--- src/hw/bai_defs.vh ---
/*
 * constants for the branch/increment execute block: opcode fields,
 * phase encodings and reset values.
 * assumes inclusion by bare name from the design files only.
 */
`ifndef BAI_DEFS_VH
`define BAI_DEFS_VH

`define BAI_OPC_BRANCH_MASK 14'h3800
`define BAI_OPC_BRANCH 14'h2800
`define BAI_OPC_INCREMENT_FILE_MASK 14'h3f00
`define BAI_OPC_INCREMENT_FILE 14'h0a00
`define BAI_LIT_MSB 10
`define BAI_DEST_BIT 7
`define BAI_FADDR_MSB 6
`define BAI_LATCH_HI 4
`define BAI_LATCH_LO 3
`define BAI_PHASE_Q1 2'h0
`define BAI_PHASE_Q2 2'h1
`define BAI_PHASE_Q3 2'h2
`define BAI_PHASE_Q4 2'h3
`define BAI_PC_RESET 13'h0000
`define BAI_W_RESET 8'h00
`define BAI_LIT_RESET 11'h000
`define BAI_FADDR_RESET 7'h00
`define BAI_DATA_RESET 8'h00
`define BAI_FLAG_RESET 1'h0

`endif

--- src/hw/bai_exec.v ---
/*
 * decode and execute of the absolute branch and the increment-file
 * instructions, in four phases per instruction cycle.
 * timing, counted in clock edges from the decode (q1) edge:
 *   edge 0 decodes the word and sets the file read address,
 *   edge 1 captures the literal and the file read data,
 *   edge 2 forms the incremented value,
 *   edge 3 writes the program counter, accumulator or file register,
 *   edges 4..7 after a branch are the flushed cycle.
 * only the two opcodes act; every other word leaves the program counter, accumulator, zero flag and file registers alone.
 * assumes instr_word is stable for a whole cycle from the fetch unit,
 * and file_rdata answers file_raddr combinationally, same clock.
 */
`timescale 1ns/1ps
`include "bai_defs.vh"

module bai_exec (
    input wire sys_clk,
    input wire rst_n,
    input wire [13:0] instr_word,
    input wire [7:0] program_counter_high_latch,
    input wire [7:0] file_rdata,
    output reg [12:0] program_counter_q,
    output reg [7:0] w_reg_q,
    output reg zero_flag_q,
    output reg [6:0] file_raddr_q,
    output reg [6:0] file_waddr_q,
    output reg [7:0] file_wdata_q,
    output reg file_we_q,
    output reg flush_q,
    output reg [1:0] phase_out_q
);
    localparam ST_EXEC = 1'h0;
    localparam ST_FLUSH = 1'h1;

    wire [1:0] phase;
    wire cycle_end;
    wire dec_branch;
    wire dec_increment_file;
    wire [12:0] branch_target;
    wire [7:0] inc_sum;
    wire inc_zero;

    // decode and datapath state
    reg state_q;
    reg state_d;
    reg is_branch_q;
    reg is_branch_d;
    reg is_increment_file_q;
    reg is_increment_file_d;
    reg dest_q;
    reg dest_d;
    reg [10:0] lit_q;
    reg [10:0] lit_d;
    reg [7:0] operand_q;
    reg [7:0] operand_d;
    reg [7:0] result_q;
    reg [7:0] result_d;

    // next values of the output registers
    reg [12:0] program_counter_d;
    reg [7:0] w_reg_d;
    reg zero_flag_d;
    reg [6:0] file_raddr_d;
    reg [6:0] file_waddr_d;
    reg [7:0] file_wdata_d;
    reg file_we_d;
    reg flush_d;
    reg [1:0] phase_out_d;

    bai_phase_gen u_phase (
        .sys_clk(sys_clk),
        .rst_n(rst_n),
        .phase_q(phase),
        .cycle_end_q(cycle_end)
    );

    // flush cycle holds the already fetched word off the datapath
    always @* begin
        state_d = state_q;
        case (state_q)
            ST_EXEC: begin
                if (cycle_end && is_branch_q) begin
                    state_d = ST_FLUSH;
                end
            end
            ST_FLUSH: begin
                if (cycle_end) begin
                    state_d = ST_EXEC;
                end
            end
            default: state_d = ST_EXEC;
        endcase
    end

    // opcode match ignores the operand bits
    assign dec_branch = ((instr_word & `BAI_OPC_BRANCH_MASK) == `BAI_OPC_BRANCH);
    assign dec_increment_file = ((instr_word & `BAI_OPC_INCREMENT_FILE_MASK) == `BAI_OPC_INCREMENT_FILE);
    assign branch_target = {program_counter_high_latch[`BAI_LATCH_HI:`BAI_LATCH_LO],
        lit_q};
    assign inc_sum = operand_q + 8'h01;
    assign inc_zero = (result_q == 8'h00);

    // decode and datapath pipeline, one step in each of phases one to three; phase four holds them
    always @* begin
        is_branch_d = is_branch_q;
        is_increment_file_d = is_increment_file_q;
        dest_d = dest_q;
        lit_d = lit_q;
        operand_d = operand_q;
        result_d = result_q;
        case (phase)
            `BAI_PHASE_Q1: begin
                if (state_q == ST_EXEC) begin
                    is_branch_d = dec_branch;
                    is_increment_file_d = dec_increment_file;
                    dest_d = instr_word[`BAI_DEST_BIT];
                end else begin
                    // the word fetched behind a branch is dropped here
                    is_branch_d = 1'h0;
                    is_increment_file_d = 1'h0;
                end
            end
            `BAI_PHASE_Q2: begin
                lit_d = instr_word[`BAI_LIT_MSB:0];
                operand_d = file_rdata;
            end
            `BAI_PHASE_Q3: begin
                result_d = inc_sum;
            end
            default: begin
                result_d = result_q;
            end
        endcase
    end

    // output registers; apart from phase_out_q, which follows every phase, only phase one and phase four move them
    always @* begin
        program_counter_d = program_counter_q;
        w_reg_d = w_reg_q;
        zero_flag_d = zero_flag_q;
        file_raddr_d = file_raddr_q;
        file_waddr_d = file_waddr_q;
        file_wdata_d = file_wdata_q;
        file_we_d = 1'h0;
        flush_d = (state_d == ST_FLUSH);
        phase_out_d = phase;
        case (phase)
            `BAI_PHASE_Q1: begin
                if (state_q == ST_EXEC) begin
                    file_raddr_d = instr_word[`BAI_FADDR_MSB:0];
                end
            end
            `BAI_PHASE_Q4: begin
                if (is_branch_q) begin
                    program_counter_d = branch_target;
                end else if (is_increment_file_q) begin
                    zero_flag_d = inc_zero;
                    if (dest_q) begin
                        file_waddr_d = file_raddr_q;
                        file_wdata_d = result_q;
                        file_we_d = 1'h1;
                    end else begin
                        w_reg_d = result_q;
                    end
                end
            end
            default: begin
                file_we_d = 1'h0;
            end
        endcase
    end

    // internal pipeline registers
    always @(posedge sys_clk) begin
        if (!rst_n) begin
            state_q <= ST_EXEC;
            is_branch_q <= `BAI_FLAG_RESET;
            is_increment_file_q <= `BAI_FLAG_RESET;
            dest_q <= `BAI_FLAG_RESET;
            lit_q <= `BAI_LIT_RESET;
            operand_q <= `BAI_DATA_RESET;
            result_q <= `BAI_DATA_RESET;
        end else begin
            state_q <= state_d;
            is_branch_q <= is_branch_d;
            is_increment_file_q <= is_increment_file_d;
            dest_q <= dest_d;
            lit_q <= lit_d;
            operand_q <= operand_d;
            result_q <= result_d;
        end
    end

    // synchronous reset parks every output at zero
    always @(posedge sys_clk) begin
        if (!rst_n) begin
            program_counter_q <= `BAI_PC_RESET;
            w_reg_q <= `BAI_W_RESET;
            zero_flag_q <= `BAI_FLAG_RESET;
            file_raddr_q <= `BAI_FADDR_RESET;
            file_waddr_q <= `BAI_FADDR_RESET;
            file_wdata_q <= `BAI_DATA_RESET;
            file_we_q <= `BAI_FLAG_RESET;
            flush_q <= `BAI_FLAG_RESET;
            phase_out_q <= `BAI_PHASE_Q1;
        end else begin
            program_counter_q <= program_counter_d;
            w_reg_q <= w_reg_d;
            zero_flag_q <= zero_flag_d;
            file_raddr_q <= file_raddr_d;
            file_waddr_q <= file_waddr_d;
            file_wdata_q <= file_wdata_d;
            file_we_q <= file_we_d;
            flush_q <= flush_d;
            phase_out_q <= phase_out_d;
        end
    end
endmodule

--- src/hw/bai_phase_gen.v ---
/*
 * four-phase sequencer: q1..q4 per instruction cycle, one clock each.
 * assumes a free-running core clock and synchronous active-low reset.
 */
`timescale 1ns/1ps
`include "bai_defs.vh"

module bai_phase_gen (
    input wire sys_clk,
    input wire rst_n,
    output reg [1:0] phase_q,
    output reg cycle_end_q
);
    always @(posedge sys_clk) begin
        if (!rst_n) begin
            phase_q <= `BAI_PHASE_Q1;
            cycle_end_q <= `BAI_FLAG_RESET;
        end else begin
            phase_q <= phase_q + 2'h1;
            // high during q4 so the top can close the cycle
            cycle_end_q <= (phase_q == `BAI_PHASE_Q3);
        end
    end
endmodule

--- config.mk ---
export PLATFORM = sky130hd
export DESIGN_NAME = bai_exec
export DESIGN_NICKNAME = d
export VERILOG_FILES = /design/src/hw/bai_exec.v /design/src/hw/bai_phase_gen.v
export VERILOG_INCLUDE_DIRS = /design/src /design/src/hw
export SDC_FILE = /design/constraint.sdc
export NUM_CORES = 1
export LEC_CHECK = 0
export ABC_AREA = 1
export BUFFER_PORTS_ARGS = -buffer_cell sky130_fd_sc_hd__buf_2
export CAP_MARGIN = 20
export CORE_MARGIN = 5
export CORE_UTILIZATION = 49
export CTS_BUF_LIST = sky130_fd_sc_hd__clkbuf_8
export DETAILED_ROUTE_END_ITERATION = 8
export HOLD_SLACK_MARGIN = 0.03
export PLACE_DENSITY = 0.77
export SYNTH_ARGS = -nofsm -noshare
export SYNTH_HDL_FRONTEND = slang
export SYNTH_SLANG_ARGS = --single-unit
--- constraint.sdc ---
create_clock -name sys_clk -period 1.4 [get_ports sys_clk]
set_clock_uncertainty 0.1 [all_clocks]
set_input_delay 0.14 -clock sys_clk [delete_from_list [all_inputs] [get_ports sys_clk]]
set_output_delay 0.14 -clock sys_clk [all_outputs]
set_load 0.03 [all_outputs]
# Yosys cells after proc, flatten, opt, wreduce, memory -nomap -nowiden
# Cells that the tools add are included.
# Widths: inputs -> output; s select.
[classes] n_addsub=2 mux=6 n_reduce_logical=9 n_eq_ne=5 bitwise=6
[ops] cell="$add 8x1->8 const B" n=1
[ops] cell="$logic_not 8->1" n=1
[ops] cell="$reduce_and 4->1" n=2
[ops] cell="$eq 6x4->1 const B" n=1
[ops] cell="$not 1->1" n=6
[ops] cell="$mux 1" n=5
[ops] cell="$eq 2x2->1 const B" n=2
[ops] cell="$reduce_and 2->1" n=2
[ops] cell="$reduce_or 4->1" n=1
[ops] cell="$eq 3x3->1 const B" n=1
[ops] cell="$reduce_and 3->1" n=1
[ops] cell="$add 2x1->2 const B" n=1
[ops] cell="$eq 2x1->1 const B" n=1
[ops] cell="$logic_not 2->1" n=1
[ops] cell="$pmux 1 s2" n=1
[ops] cell="$logic_and 1x1->1" n=1
[word_totals] inputBits=32 out_inout_bits=48 word_cells=45 regBits=81

# Depth between registers and ports, before layout
# Gate-level depths: netlist of run 1.
[depth] depth_word=3 depth_mapped=8 ltp_nobuf=7

# By module
# Synthesis of run 1 repeated with hierarchy kept, for this count alone.
[unflattened] hier_cells=400 hier_area_um2=3084.2
[by_module_without_submodules] mod="bai_exec" cells_per_inst=390 area_per_inst_um2=2989.1 seq_area_each_um2=1561.5 n_inst=1
[by_module_without_submodules] mod="bai_phase_gen" cells_per_inst=10 area_per_inst_um2=95.1 seq_area_each_um2=60.1 n_inst=1

# Worst setup path before layout of run 1
# OpenSTA, ideal clock, no wires.
[synth_path] path_type="flip-flop to flip-flop" start="register u_phase.phase_q[0]" end="register file_wdata_q[4]" arrival_time_ns=1.183 setup_ns=0.116 required_ns=1.184 path_slack_ns=0.001 path_buffers=1 stages_incl_launch_ff=8 period_less_slack_ns=1.399 cell_sequence="dfxtp_1 -> ha_1 -> nand2_2 -> nor2_4 -> nand2_4 -> buf_6 -> o21ai_0 -> nor2_1"
[synth_between] elab_chain_cells=2
[synth_lines] element="start, declared" line="bai_phase_gen.v:11" text="output reg [1:0] phase_q,"
[synth_lines] element="start signal, assigned" line="bai_phase_gen.v:16" text="phase_q <= `BAI_PHASE_Q1;"
[synth_lines] element="start signal, assigned" line="bai_phase_gen.v:19" text="phase_q <= phase_q + 2'h1;"
[synth_lines] element="$eq 2x2->1" line="bai_exec.v:148" text="case (phase)"
[synth_lines] element="$reduce_and 4->1 (no line)"
[synth_lines] element="end signal, assigned" line="bai_exec.v:203" text="file_wdata_q <= `BAI_DATA_RESET;"
[synth_lines] element="end signal, assigned" line="bai_exec.v:213" text="file_wdata_q <= file_wdata_d;"
[synth_lines] element="end, declared" line="bai_exec.v:28" text="output reg [7:0] file_wdata_q,"
# Every way passes these cells.
# A chain may end at the register's enable or synchronous reset.

# Worst setup path in the final report of run 1
[layout_path] start="register u_phase.phase_q[0]" end="register w_reg_q[1]"
[layout_between] elab_chain_cells=2
[layout_lines] element="$eq 2x2->1" line="bai_exec.v:148"
[layout_lines] element="$reduce_and 4->1 (no line)"
[layout_lines] element="end signal, assigned" line="bai_exec.v:199" text="w_reg_q <= `BAI_W_RESET;"
[layout_lines] element="end signal, assigned" line="bai_exec.v:209" text="w_reg_q <= w_reg_d;"
[layout_lines] element="end, declared" line="bai_exec.v:24" text="output reg [7:0] w_reg_q,"
# Every way passes these cells.

==> results of run 1 <==
cell type report:
cell class	count	area, um2	share of cell area, %
sequential	81	1630	40.0
multi-input combinational	263	1270	31.2
timing repair buffer	108	723	17.7
inverter	35	143	3.50
clock buffer	9	124	3.04
tap	75	93.8	2.30
clock inverter	7	87.6	2.15
timing repair inverter	1	6.26	0.153
logic make-up (layout without fill, tap and decap cells):
family / Yosys count / after routing / synth area share, %
buf+inv: 51 / 160 / 7.53
flops: 81 / 81 / 53.4
fa+ha+maj: 5 / 5 / 2.06
simple gates: 167 / 169 / 22.2
compound gates: 88 / 88 / 14.6
xor+xnor: 1 / 1 / 0.288
critical path: cells and delay by family, from the launching register on:
family                   cells  cell delay (ns)
adder cells (fa/ha/maj)      1             0.17
buffers and inverters        2             0.31
flip-flops                   1             0.37
AND/OR/NAND/NOR              5             0.36
repair_timing:
action / CTS / global route
buffers inserted: 2 / 2
hold endpoints to repair: 30 / 0
setup endpoints to repair: 27 / 53
cloned: 3 / 0
hold buffers: 23 / 0
gates resized for setup: 16 / 22
pin swaps: 4 / 9
path summary, 6_finish.rpt:
path | start | end | depth (start not counted)
setup / recovery | u_phase.phase_q[0]$_SDFF_PN0_ | w_reg_q[1]$_SDFFE_PN0P_ | 8
hold / removal | instr_word[11] | is_increment_file_q$_SDFFE_PN0N_ | 5
setup reg to reg | u_phase.phase_q[0]$_SDFF_PN0_ | w_reg_q[1]$_SDFFE_PN0P_ | 8
hold reg to reg | u_phase.cycle_end_q$_SDFF_PN0_ | flush_q$_SDFF_PN0_ | 1
sequential cells by signal, summed over array words and instances (netlist names), 2 cells and up:
register / cells
result_q: 8
file_waddr_q: 7
phase_out_q: 2
file_wdata_q: 8
operand_q: 8
program_counter_q: 13
u_phase.phase_q: 2
w_reg_q: 8
lit_q: 11
file_raddr_q: 7
power breakdown:
group          switching, mW  internal, mW  total [mW]
logic                  0.329         0.240       0.569
registers             0.0933          2.42        2.51
clock network          0.808         0.988        1.80
total                   1.23          3.64        4.87
per-stage QoR:
step	setup slack, ns	cells
after floorplan	0.00110	393
after global placement	-0.000683	535
after detailed placement	-0.0799	535
after CTS	-0.0268	578
after global routing	-0.0582	579
final	0.00729	579
cells in the final DEF, fill, tap and decap left out, types with 2 or more instances in the layout:
| cell type | n |
|---|---|
| dfxtp_1 | 77 |
| nor2_1 | 126 |
| buf_2 | 73 |
| nand2_8 | 2 |
| o21ai_1 | 23 |
| nor2_2 | 2 |
| nand2_4 | 3 |
| dlygate4sd3_1 | 23 |
| nor2_4 | 2 |
| ha_1 | 3 |
| buf_12 | 3 |
| clkinvlp_4 | 3 |
| clkbuf_8 | 9 |
| bufinv_16 | 2 |
| buf_4 | 9 |
| ha_4 | 2 |
| a21oi_1 | 17 |
| nand4_1 | 2 |
| inv_1 | 31 |
| dfxtp_2 | 3 |
| o21ai_0 | 46 |
| inv_2 | 4 |
| nand3_1 | 10 |
| nand2_1 | 22 |
metal layers:
metal / GRT usage (%) / vias to the layer above / part of all wire, % / wire [um]
met5: 0 / - / 0 / 0
met4: 9.89 / 0 / 1.8 / 131
met3: 3.54 / 13 / 5.0 / 361
met2: 33.6 / 72 / 48 / 3500
met1: 24.8 / 1246 / 45 / 3280
li1: - / 1469 / - / -
==> results_dict.tcl, run 1 <==
set metrics [dict create \
    grt_max_degree 71 \
    yosys_warnings 0 \
    synth_top_area_share_pct 53.4 \
    min_period_ns 1.39 \
    clk_latency_ns 0.34 \
    clock-sinks 81 \
    syn_nets 430 \
    row_count 28 \
    totalWireLength_mm 7.27 \
    synth_common_cells "nor2_1 (127), dfxtp_1 (81), o21ai_0 (64)" \
    synth.area.top_cells "dfxtp_1 (53%), nor2_1 (16%), o21ai_0 (11%)" \
    die_area_mm2 0.00788 \
    synth.most_common_cell "nor2_1" \
    ys.flop_type "dfxtp_1" \
    die_w_um 88.8 \
    final_cell_area_mm2 0.00408 \
    hpwl_mm 4.72 \
    final_layout_size_suffix_gt1_share_pct 24.2 \
    yosys.area.top_type "dfxtp_1" \
    grtUsageTotal_pct 20.1 \
    cp_max_fo 8 \
    setup_viol 0 \
    fmaxAchievable_mhz 718 \
    antenna_found_initial 0 \
    tns_ns 0 \
    cpMaxStageDelayCell "dfxtp_4" \
    grt_pass1_wl_mm 12.1 \
    synth_seq_cells 81 \
    root_buffer "clkbuf_8" \
    power_density_mw_per_mm2 1200 \
    drt-pass1-iter-count 4 \
    synthArstFlopShare_pct 0 \
    antennaDiodeCount 0 \
    synth_area_mm2 0.00304 \
    cp.arrival_ns 1.53 \
    final_max_slew_viol_count 0 \
    die_h_um 88.8 \
    holdCritPathClass "in -> reg" \
    power.total_mw 4.87 \
    crit_chain "ha_4 > nand2_4 > nor2_4 > buf_12 > nand2_8 > clkinvlp_4 > nor2_2 > nor2_1" \
    drt_first_iter_violations 127 \
    routedWlPerCell_um 12.5 \
    hold_slack_ns 0.0725 \
    maxCapViolCount 0 \
    ant_nets 0 \
    status "finished, final reports clean" \
    synth-edff-count 0 \
    fillers 501 \
    initial_core_util_pct 50.7 \
    critPathMaxStageDelay_ns 0.37 \
    area_delta_synth_final_pct 34.1 \
    synth.distinct_cells 23 \
    ir_drop_v 0.000838 \
    h-tree-depth 3 \
    worst_pin_slew_ns 0.384 \
    critPathKind "reg -> reg" \
    port_buffers 73 \
    gp_congestion 0.853 \
    post-route-util_pct 68.0 \
    ctsLongestPathBuffers 2 \
    io_pins 80 \
    syn_inst 393 \
    cp_data_required_time_ns 1.54 \
    rrSetupSlack_ns 0.007 \
    grt-ovfl-total 0 \
    via_count 2800 \
    cellLeakagePower_nw 1.91 \
    fin_nets 536 \
    cts_tree "yes" \
    drc 0 \
    cts_buffers 9 \
    core-area_mm2 0.00599 \
    fin_crit_sh_pct 99.5 \
    clkSlewWorstSetupHoldPaths_ns 0.08 \
    grt_pass1_vias 2606 \
    vias_per_cell 4.84 \
    max_slew_margin_pct 74.4 \
    hold_viol 0 \
    syn_avg_cell_area_um2 7.73 \
    synth.yosys.seq_area_share_pct 53.4 \
    cp-end-kind "flop" \
    critPathLaunchType "flop" \
    rsz0062_at_grt "true" \
    placedInstanceArea_mm2 0.00351 \
]
No activity file was read; power rests on OpenSTA's default activity.
==> run 2: changes to the inputs <==
CORE_UTILIZATION = 54   (was 49)
PLACE_DENSITY = 0.89   (was 0.77)
SYNTH_HIERARCHICAL = 1   (was not set)
clock period = 1.5 ns   (was 1.4 ns; I/O delays follow)
==> run 2 against run 1 <==
Net effect:
- sequential power shrank 7%
- register-to-register slack gained 0.10 ns
- first-iteration DRC count grew 110%
- synthesized cell count grew 1.8%
- synthesized area grew 1.5%
- worst setup slack gained 0.10 ns
- count of clock-buffer cells in the layout grew 1
- flip-flop and latch count is the same
- non-clock buffer count grew 1
- final area shrank 3.2%
- die area shrank 7.0%
- cell count shrank 0.86%
- largest cell class unchanged
- highest routed layer unchanged
==> results_dict.tcl, run 2 <==
set metrics [dict create \
    status "finished, final reports clean" \
    drt-pass1-iter-count 5 \
    vias_per_cell 5.36 \
    antennaDiodeCount 0 \
    fin_crit_sh_pct 92.8 \
    syn_nets 434 \
    maxCapViolCount 0 \
    synth.yosys.seq_area_share_pct 52.6 \
    cts_setup_buffers 0 \
    switchingPower_mw 1.12 \
    placedInstanceArea_mm2 0.00353 \
    cellLeakagePower_nw 1.78 \
    crit_chain "inv_1 > nand2_1 > inv_1 > nor2_1 > nor2_1" \
    syn_avg_cell_area_um2 7.71 \
    cpMaxStageDelayCell "inv_1" \
    worst_slack_ns 0.109 \
    cp-end-kind "flop" \
    largest_reg_flops 13 \
    initial_core_util_pct 55.7 \
    antenna_found_initial 0 \
    power.total_mw 4.36 \
    clkSlewWorstSetupHoldPaths_ns 0.07 \
    yosys.area.top_type "dfxtp_1" \
    cp_max_fo 13 \
    synth.area.top_cells "dfxtp_1 (53%), nor2_1 (8.2%), a21oi_1 (7.3%)" \
    min_from "rst_n" \
    min_period_ns 1.39 \
    critPathLaunchType "flop" \
    syn_inst 400 \
    drc 0 \
    rsz0062_at_grt "false" \
    port_buffers 73 \
    r2r-start "u_phase/phase_q[1]$_SDFF_PN0_" \
    grt_max_degree 27 \
    synth.most_common_cell "dfxtp_1" \
    reg2regPathDepth 5 \
    pwr-share-clk_pct 34.4 \
    largestRegisters "program_counter_q: 13 flops, lit_q: 11 flops" \
    p_seq_share_pct 53.7 \
    root_buffer "clkbuf_8" \
    ir_drop_v 0.000629 \
    worst_pin_slew_ns 0.444 \
    grtUsageTotal_pct 23.2 \
    combPwrFrac_pct 12.0 \
    cp_data_required_time_ns 1.68 \
    post-route-util_pct 71.2 \
    rr_endpoint "lit_q[10]$_SDFFE_PN0N_" \
    h-tree-depth 3 \
    holdCritPathClass "in -> reg" \
    crit_start "u_phase/phase_q[1]$_SDFF_PN0_" \
    final_common_cell "dfxtp_1" \
    critPathMaxStageDelay_ns 0.36 \
    cp.arrival_ns 1.57 \
    via_count 3078 \
    synth_common_cells "dfxtp_1 (81), nor2_1 (67), nand2_1 (55)" \
    grt_pass1_wl_mm 13.4 \
    io_pins 80 \
    final_max_slew_viol_count 0 \
    cts_buffers 9 \
    yosys_warnings 6 \
    final_cell_area_mm2 0.00395 \
    mostFrequentLayoutCells "dfxtp_1 (79), buf_2 (73), nor2_1 (67)" \
    ys.flop_type "dfxtp_1" \
    row_count 27 \
    synth.distinct_cells 23 \
    clk_latency_ns 0.34 \
    die_w_um 85.6 \
    grt_pass1_vias 2977 \
    synthArstFlopShare_pct 0 \
    synth_seq_cells 81 \
    pre_cts_slack_ns 0.104 \
    tns_ns 0 \
    hpwl_mm 5.32 \
    core-area_mm2 0.00554 \
    hold_viol 0 \
    synth-edff-count 0 \
    die_area_mm2 0.00732 \
    final_layout_size_suffix_gt1_share_pct 22.5 \
    rrSetupSlack_ns 0.11 \
    max_slew_margin_pct 70.4 \
    cp-endpoint "lit_q[10]$_SDFFE_PN0N_" \
    ant_nets 0 \
    fin_nets 533 \
    die_h_um 85.6 \
    cts_tree "yes" \
    ctsLongestPathBuffers 2 \
    p_int_mw 3.24 \
    area_delta_synth_final_pct 28.0 \
    setup_viol 0 \
    gp_congestion 0.783 \
    totalWireLength_mm 8.30 \
    synth_top_area_share_pct 52.6 \
    power_density_mw_per_mm2 1110 \
    fmaxAchievable_mhz 719 \
    clock-sinks 81 \
    grt-ovfl-total 0 \
    synth_area_mm2 0.00308 \
    swShare_pct 25.7 \
    critPathKind "reg -> reg" \
    largest-register "program_counter_q" \
    drt_first_iter_violations 263 \
    routedWlPerCell_um 14.5 \
]
-- run 2: cell count changes in the layout (fill, tap and decap cells not counted), sizes merged, moves of 3 or more --
cell,previous run,this run
o21ai,70,40
nor2,130,70
nand3,10,39
ha,5,2
a21oi,17,45
clkinv,1,4
nor3,0,8
nand2,27,57
inv,37,31
clkinvlp,3,0
-- run 2: worst max-delay path: cells and delay by family, from the launching register on --
kind	cells	cell delay, ns
buffers and inverters	2	0.50
flip-flops	1	0.35
AND/OR/NAND/NOR	3	0.39
-- run 2: metal layers --
| layer | GRT usage (%) | wire length [um] | vias to the layer above |
|---|---|---|---|
| met3 | 4.42 | 522 | 27 |
| met2 | 41.5 | 4370 | 128 |
| li1 | - | - | 1493 |
| met4 | 14.5 | 320 | 0 |
| met5 | 0 | 0 | - |
| met1 | 25.0 | 3090 | 1430 |
-- run 2: layout make-up --
cell class	count	area (um2)
well taps	72	90.1
clock inverters	4	45.0
repair buffers	109	693
flip-flops and latches	81	1620
fillers	422	1590
inverters	32	120
multi-input cells	266	1240
clock buffers	10	138
-- run 2: timing repair --
| item | in CTS | in global routing |
|---|---|---|
| setup endpoints to repair | 0 | 11 |
| endpoints found under the hold margin | 30 | 0 |
| gates resized for setup | 0 | 4 |
| hold buffers | 23 | 0 |
-- run 2: power groups by stage --
stage | combinational (mW) | clock, mW | sequential, mW
2_1_floorplan | 0.267 | 0 | 2.41
3_3_place_gp | 0.439 | 0 | 2.38
3_5_place_dp | 0.458 | 0 | 2.38
4_1_cts | 0.507 | 1.53 | 2.33
5_1_grt | 0.580 | 1.63 | 2.35
6_report | 0.522 | 1.50 | 2.34
-- run 2: worst min-delay path by stage --
stage	endpoint	slack, ns	cells after the start
detailed placement	operand_q[1]$_SDFFE_PN0N_	0.31	3
finish	phase_out_q[1]$_SDFF_PN0_	0.06	3
global route	phase_out_q[1]$_SDFF_PN0_	0.08	3
global placement	operand_q[2]$_SDFFE_PN0N_	0.31	3
floorplan	u_phase/cycle_end_q$_SDFF_PN0_	0.14	2
CTS	is_increment_file_q$_SDFFE_PN0N_	0.05	5
-- run 2: metrics by stage --
stage,hold slack [ns],instances
global route,0.0757,574
global placement,0.306,537
detailed placement,0.308,537
finish,0.0615,574
floorplan,0.143,400
CTS,0.0507,574
-- run 2: kinds of logic (layout without fill, tap and decap cells) --
| group | count (synthesis) | in the layout | share of synthesized area [%] |
|---|---|---|---|
| flops | 81 | 81 | 52.6 |
| simple gates | 176 | 176 | 24.5 |
| xor+xnor | 1 | 1 | 0.284 |
| compound gates | 87 | 87 | 14.3 |
| buf+inv | 53 | 155 | 7.50 |
| fa+ha+maj | 2 | 2 | 0.811 |
==> run 3: changes to the inputs <==
==> constraint.sdc (replaced) <==
create_clock -name sys_clk -period 1.5 [get_ports sys_clk]
set_clock_uncertainty 0.1 [all_clocks]
set_input_delay 0.225 -clock sys_clk [delete_from_list [all_inputs] [get_ports sys_clk]]
set_output_delay 0.225 -clock sys_clk [all_outputs]
set_load 0.03 [all_outputs]
==> run 3 against run 2 <==
Net effect:
- critical path depth stayed put
- fmax is 3.6% lower
- die area stayed put
- flip-flop and latch count stayed put
- register-to-register slack worse by 0.05 ns
- total power is 5.1% higher
- core utilization is 2.9 points lower
- sequential share of layout area is 1.7 points higher
- sequential power hardly changed
- final area is 4.1% lower
- via count is 5.4% lower
- critical endpoint is now lit_q[1]$_SDFFE_PN0N_
- largest cell class unchanged
==> results_dict.tcl, run 3 (same netlist as run 2, synthesis figures left out) <==
set metrics [dict create \
    status "finished, final reports clean" \
    cts_tree "yes" \
    grt_pass1_wl_mm 12.1 \
    final_max_slew_viol_count 0 \
    worst_slack_ns 0.0571 \
    largest_reg_flops 13 \
    rsz0062_at_grt "true" \
    die_area_mm2 0.00732 \
    holdCritPathClass "in -> reg" \
    hold_slack_ns 0.0459 \
    vias_per_cell 5.24 \
    via_count 2913 \
    ff_latch_area_mm2 0.00162 \
    fin_nets 513 \
    critPathMaxStageDelay_ns 0.42 \
    area_delta_synth_final_pct 22.7 \
    core-area_mm2 0.00554 \
    cts_setup_buffers 0 \
    worst_pin_slew_ns 0.458 \
    die_w_um 85.6 \
    die_h_um 85.6 \
    power.total_mw 4.59 \
    largestRegisters "program_counter_q: 13 flops, lit_q: 11 flops" \
    crit_chain "buf_4 > nand2_1 > inv_1 > nor2_1 > nor2_1" \
    fin_crit_sh_pct 96.2 \
    cts_buffers 9 \
    critPathLaunchType "flop" \
    clkSlewWorstSetupHoldPaths_ns 0.08 \
    grtUsageTotal_pct 20.5 \
    cp.arrival_ns 1.63 \
    hold_viol 0 \
    final_layout_size_suffix_gt1_share_pct 23.3 \
    clock-sinks 81 \
    fmaxAchievable_mhz 693 \
    pre_cts_slack_ns 0.146 \
    fillers 457 \
    crit_family "buffers and inverters" \
    max_slew_margin_pct 69.5 \
    largest-register "program_counter_q" \
    min_period_ns 1.44 \
    setup_viol 0 \
    ant_nets 0 \
    worst_path_most_repeated_cell "nor2_1" \
    multi_input_area_mm2 0.00123 \
    final_cells 556 \
    totalWireLength_mm 7.35 \
    drc 0 \
    clk_latency_ns 0.35 \
    routedWlPerCell_um 13.2 \
    ir_drop_v 0.000647 \
    root_buffer "clkbuf_8" \
    cp_data_required_time_ns 1.69 \
    grt-ovfl-total 0 \
    port_buffers 73 \
    maxCapViolCount 0 \
    cellLeakagePower_nw 1.72 \
    drt_first_iter_violations 223 \
    antenna_found_initial 0 \
    io_pins 80 \
    cp-end-kind "flop" \
    cp_max_fo 13 \
    initial_core_util_pct 55.7 \
    power_density_mw_per_mm2 1210 \
    row_count 27 \
    critPathKind "reg -> reg" \
    ctsLongestPathBuffers 2 \
    h-tree-depth 3 \
    drt-pass1-iter-count 5 \
    antennaDiodeCount 0 \
    mostFrequentLayoutCells "dfxtp_1 (81), buf_2 (73), nor2_1 (67)" \
    grt_pass1_vias 2718 \
    final_common_cell "dfxtp_1" \
    grt_max_degree 27 \
    dp.cells 538 \
    cpMaxStageDelayCell "dfxtp_1" \
    gp_congestion 0.773 \
    hpwl_mm 5.19 \
    crit_buf_inv 2 \
]
run 3: final timing paths:
kind | from | to | slack (ns) | cells past startpoint
max | u_phase/phase_q[0]$_SDFF_PN0_ | lit_q[1]$_SDFFE_PN0N_ | 0.06 | 5
min | file_rdata[1] | operand_q[1]$_SDFFE_PN0N_ | 0.05 | 3
max reg2reg | u_phase/phase_q[0]$_SDFF_PN0_ | lit_q[1]$_SDFFE_PN0N_ | 0.06 | 5
min reg2reg | program_counter_q[8]$_SDFFE_PN0P_ | program_counter_q[8]$_SDFFE_PN0P_ | 0.36 | 2
run 3: where the power goes:
| part | total [mW] | internal [mW] | switching [mW] | leakage [nW] |
|---|---|---|---|---|
| clock | 1.78 | 1.02 | 0.758 | 0.115 |
| sequential | 2.34 | 2.25 | 0.0833 | 0.660 |
| combinational | 0.471 | 0.168 | 0.303 | 0.939 |
run 3: worst reg2reg max path: cells and delay by family (launching register included):
family                 cells  cell delay [ns]
buffers and inverters      2             0.53
AND/OR/NAND/NOR            3             0.33
flip-flops                 1             0.42
run 3: area by class of cell:
| cell class | instances | area share [%] |
|---|---|---|
| Multi-Input combinational cell | 266 | 32.6 |
| Clock inverter | 5 | 2.05 |
| Tap cell | 72 | 2.38 |
| Sequential cell | 81 | 42.8 |
| Timing Repair Buffer | 89 | 13.0 |
| Clock buffer | 11 | 4.00 |
| Inverter | 32 | 3.17 |
run 3: stage by stage:
stage | utilization [%] | instance area [um2] | setup TNS [ns]
after floorplan | - | 3080 | 0
after global placement | 63.8 | 3530 | 0
after detailed placement | 63.8 | 3530 | 0
after CTS | 68.3 | 3780 | 0
after global routing | 68.3 | 3780 | -0.236
final | 68.3 | 3780 | 0
run 3: what timing repair did:
action / 4_1_cts / 5_1_grt
resized for setup: 0 / 1
hold buffers: 2 / 0
hold endpoints to repair: 2 / 0
endpoints found under the setup margin: 0 / 2
run 3: layer usage:
metal  share of wire (%)  vias to the layer above  routed length (um)  track usage (%)
li1                    -                     1456                   -                -
met1                  41                     1358                2980             23.8
met2                  51                       86                3760             35.8
met3                 6.1                       13                 448             4.61
met4                 2.2                        0                 164             9.21
met5                   0                        -                   0                0
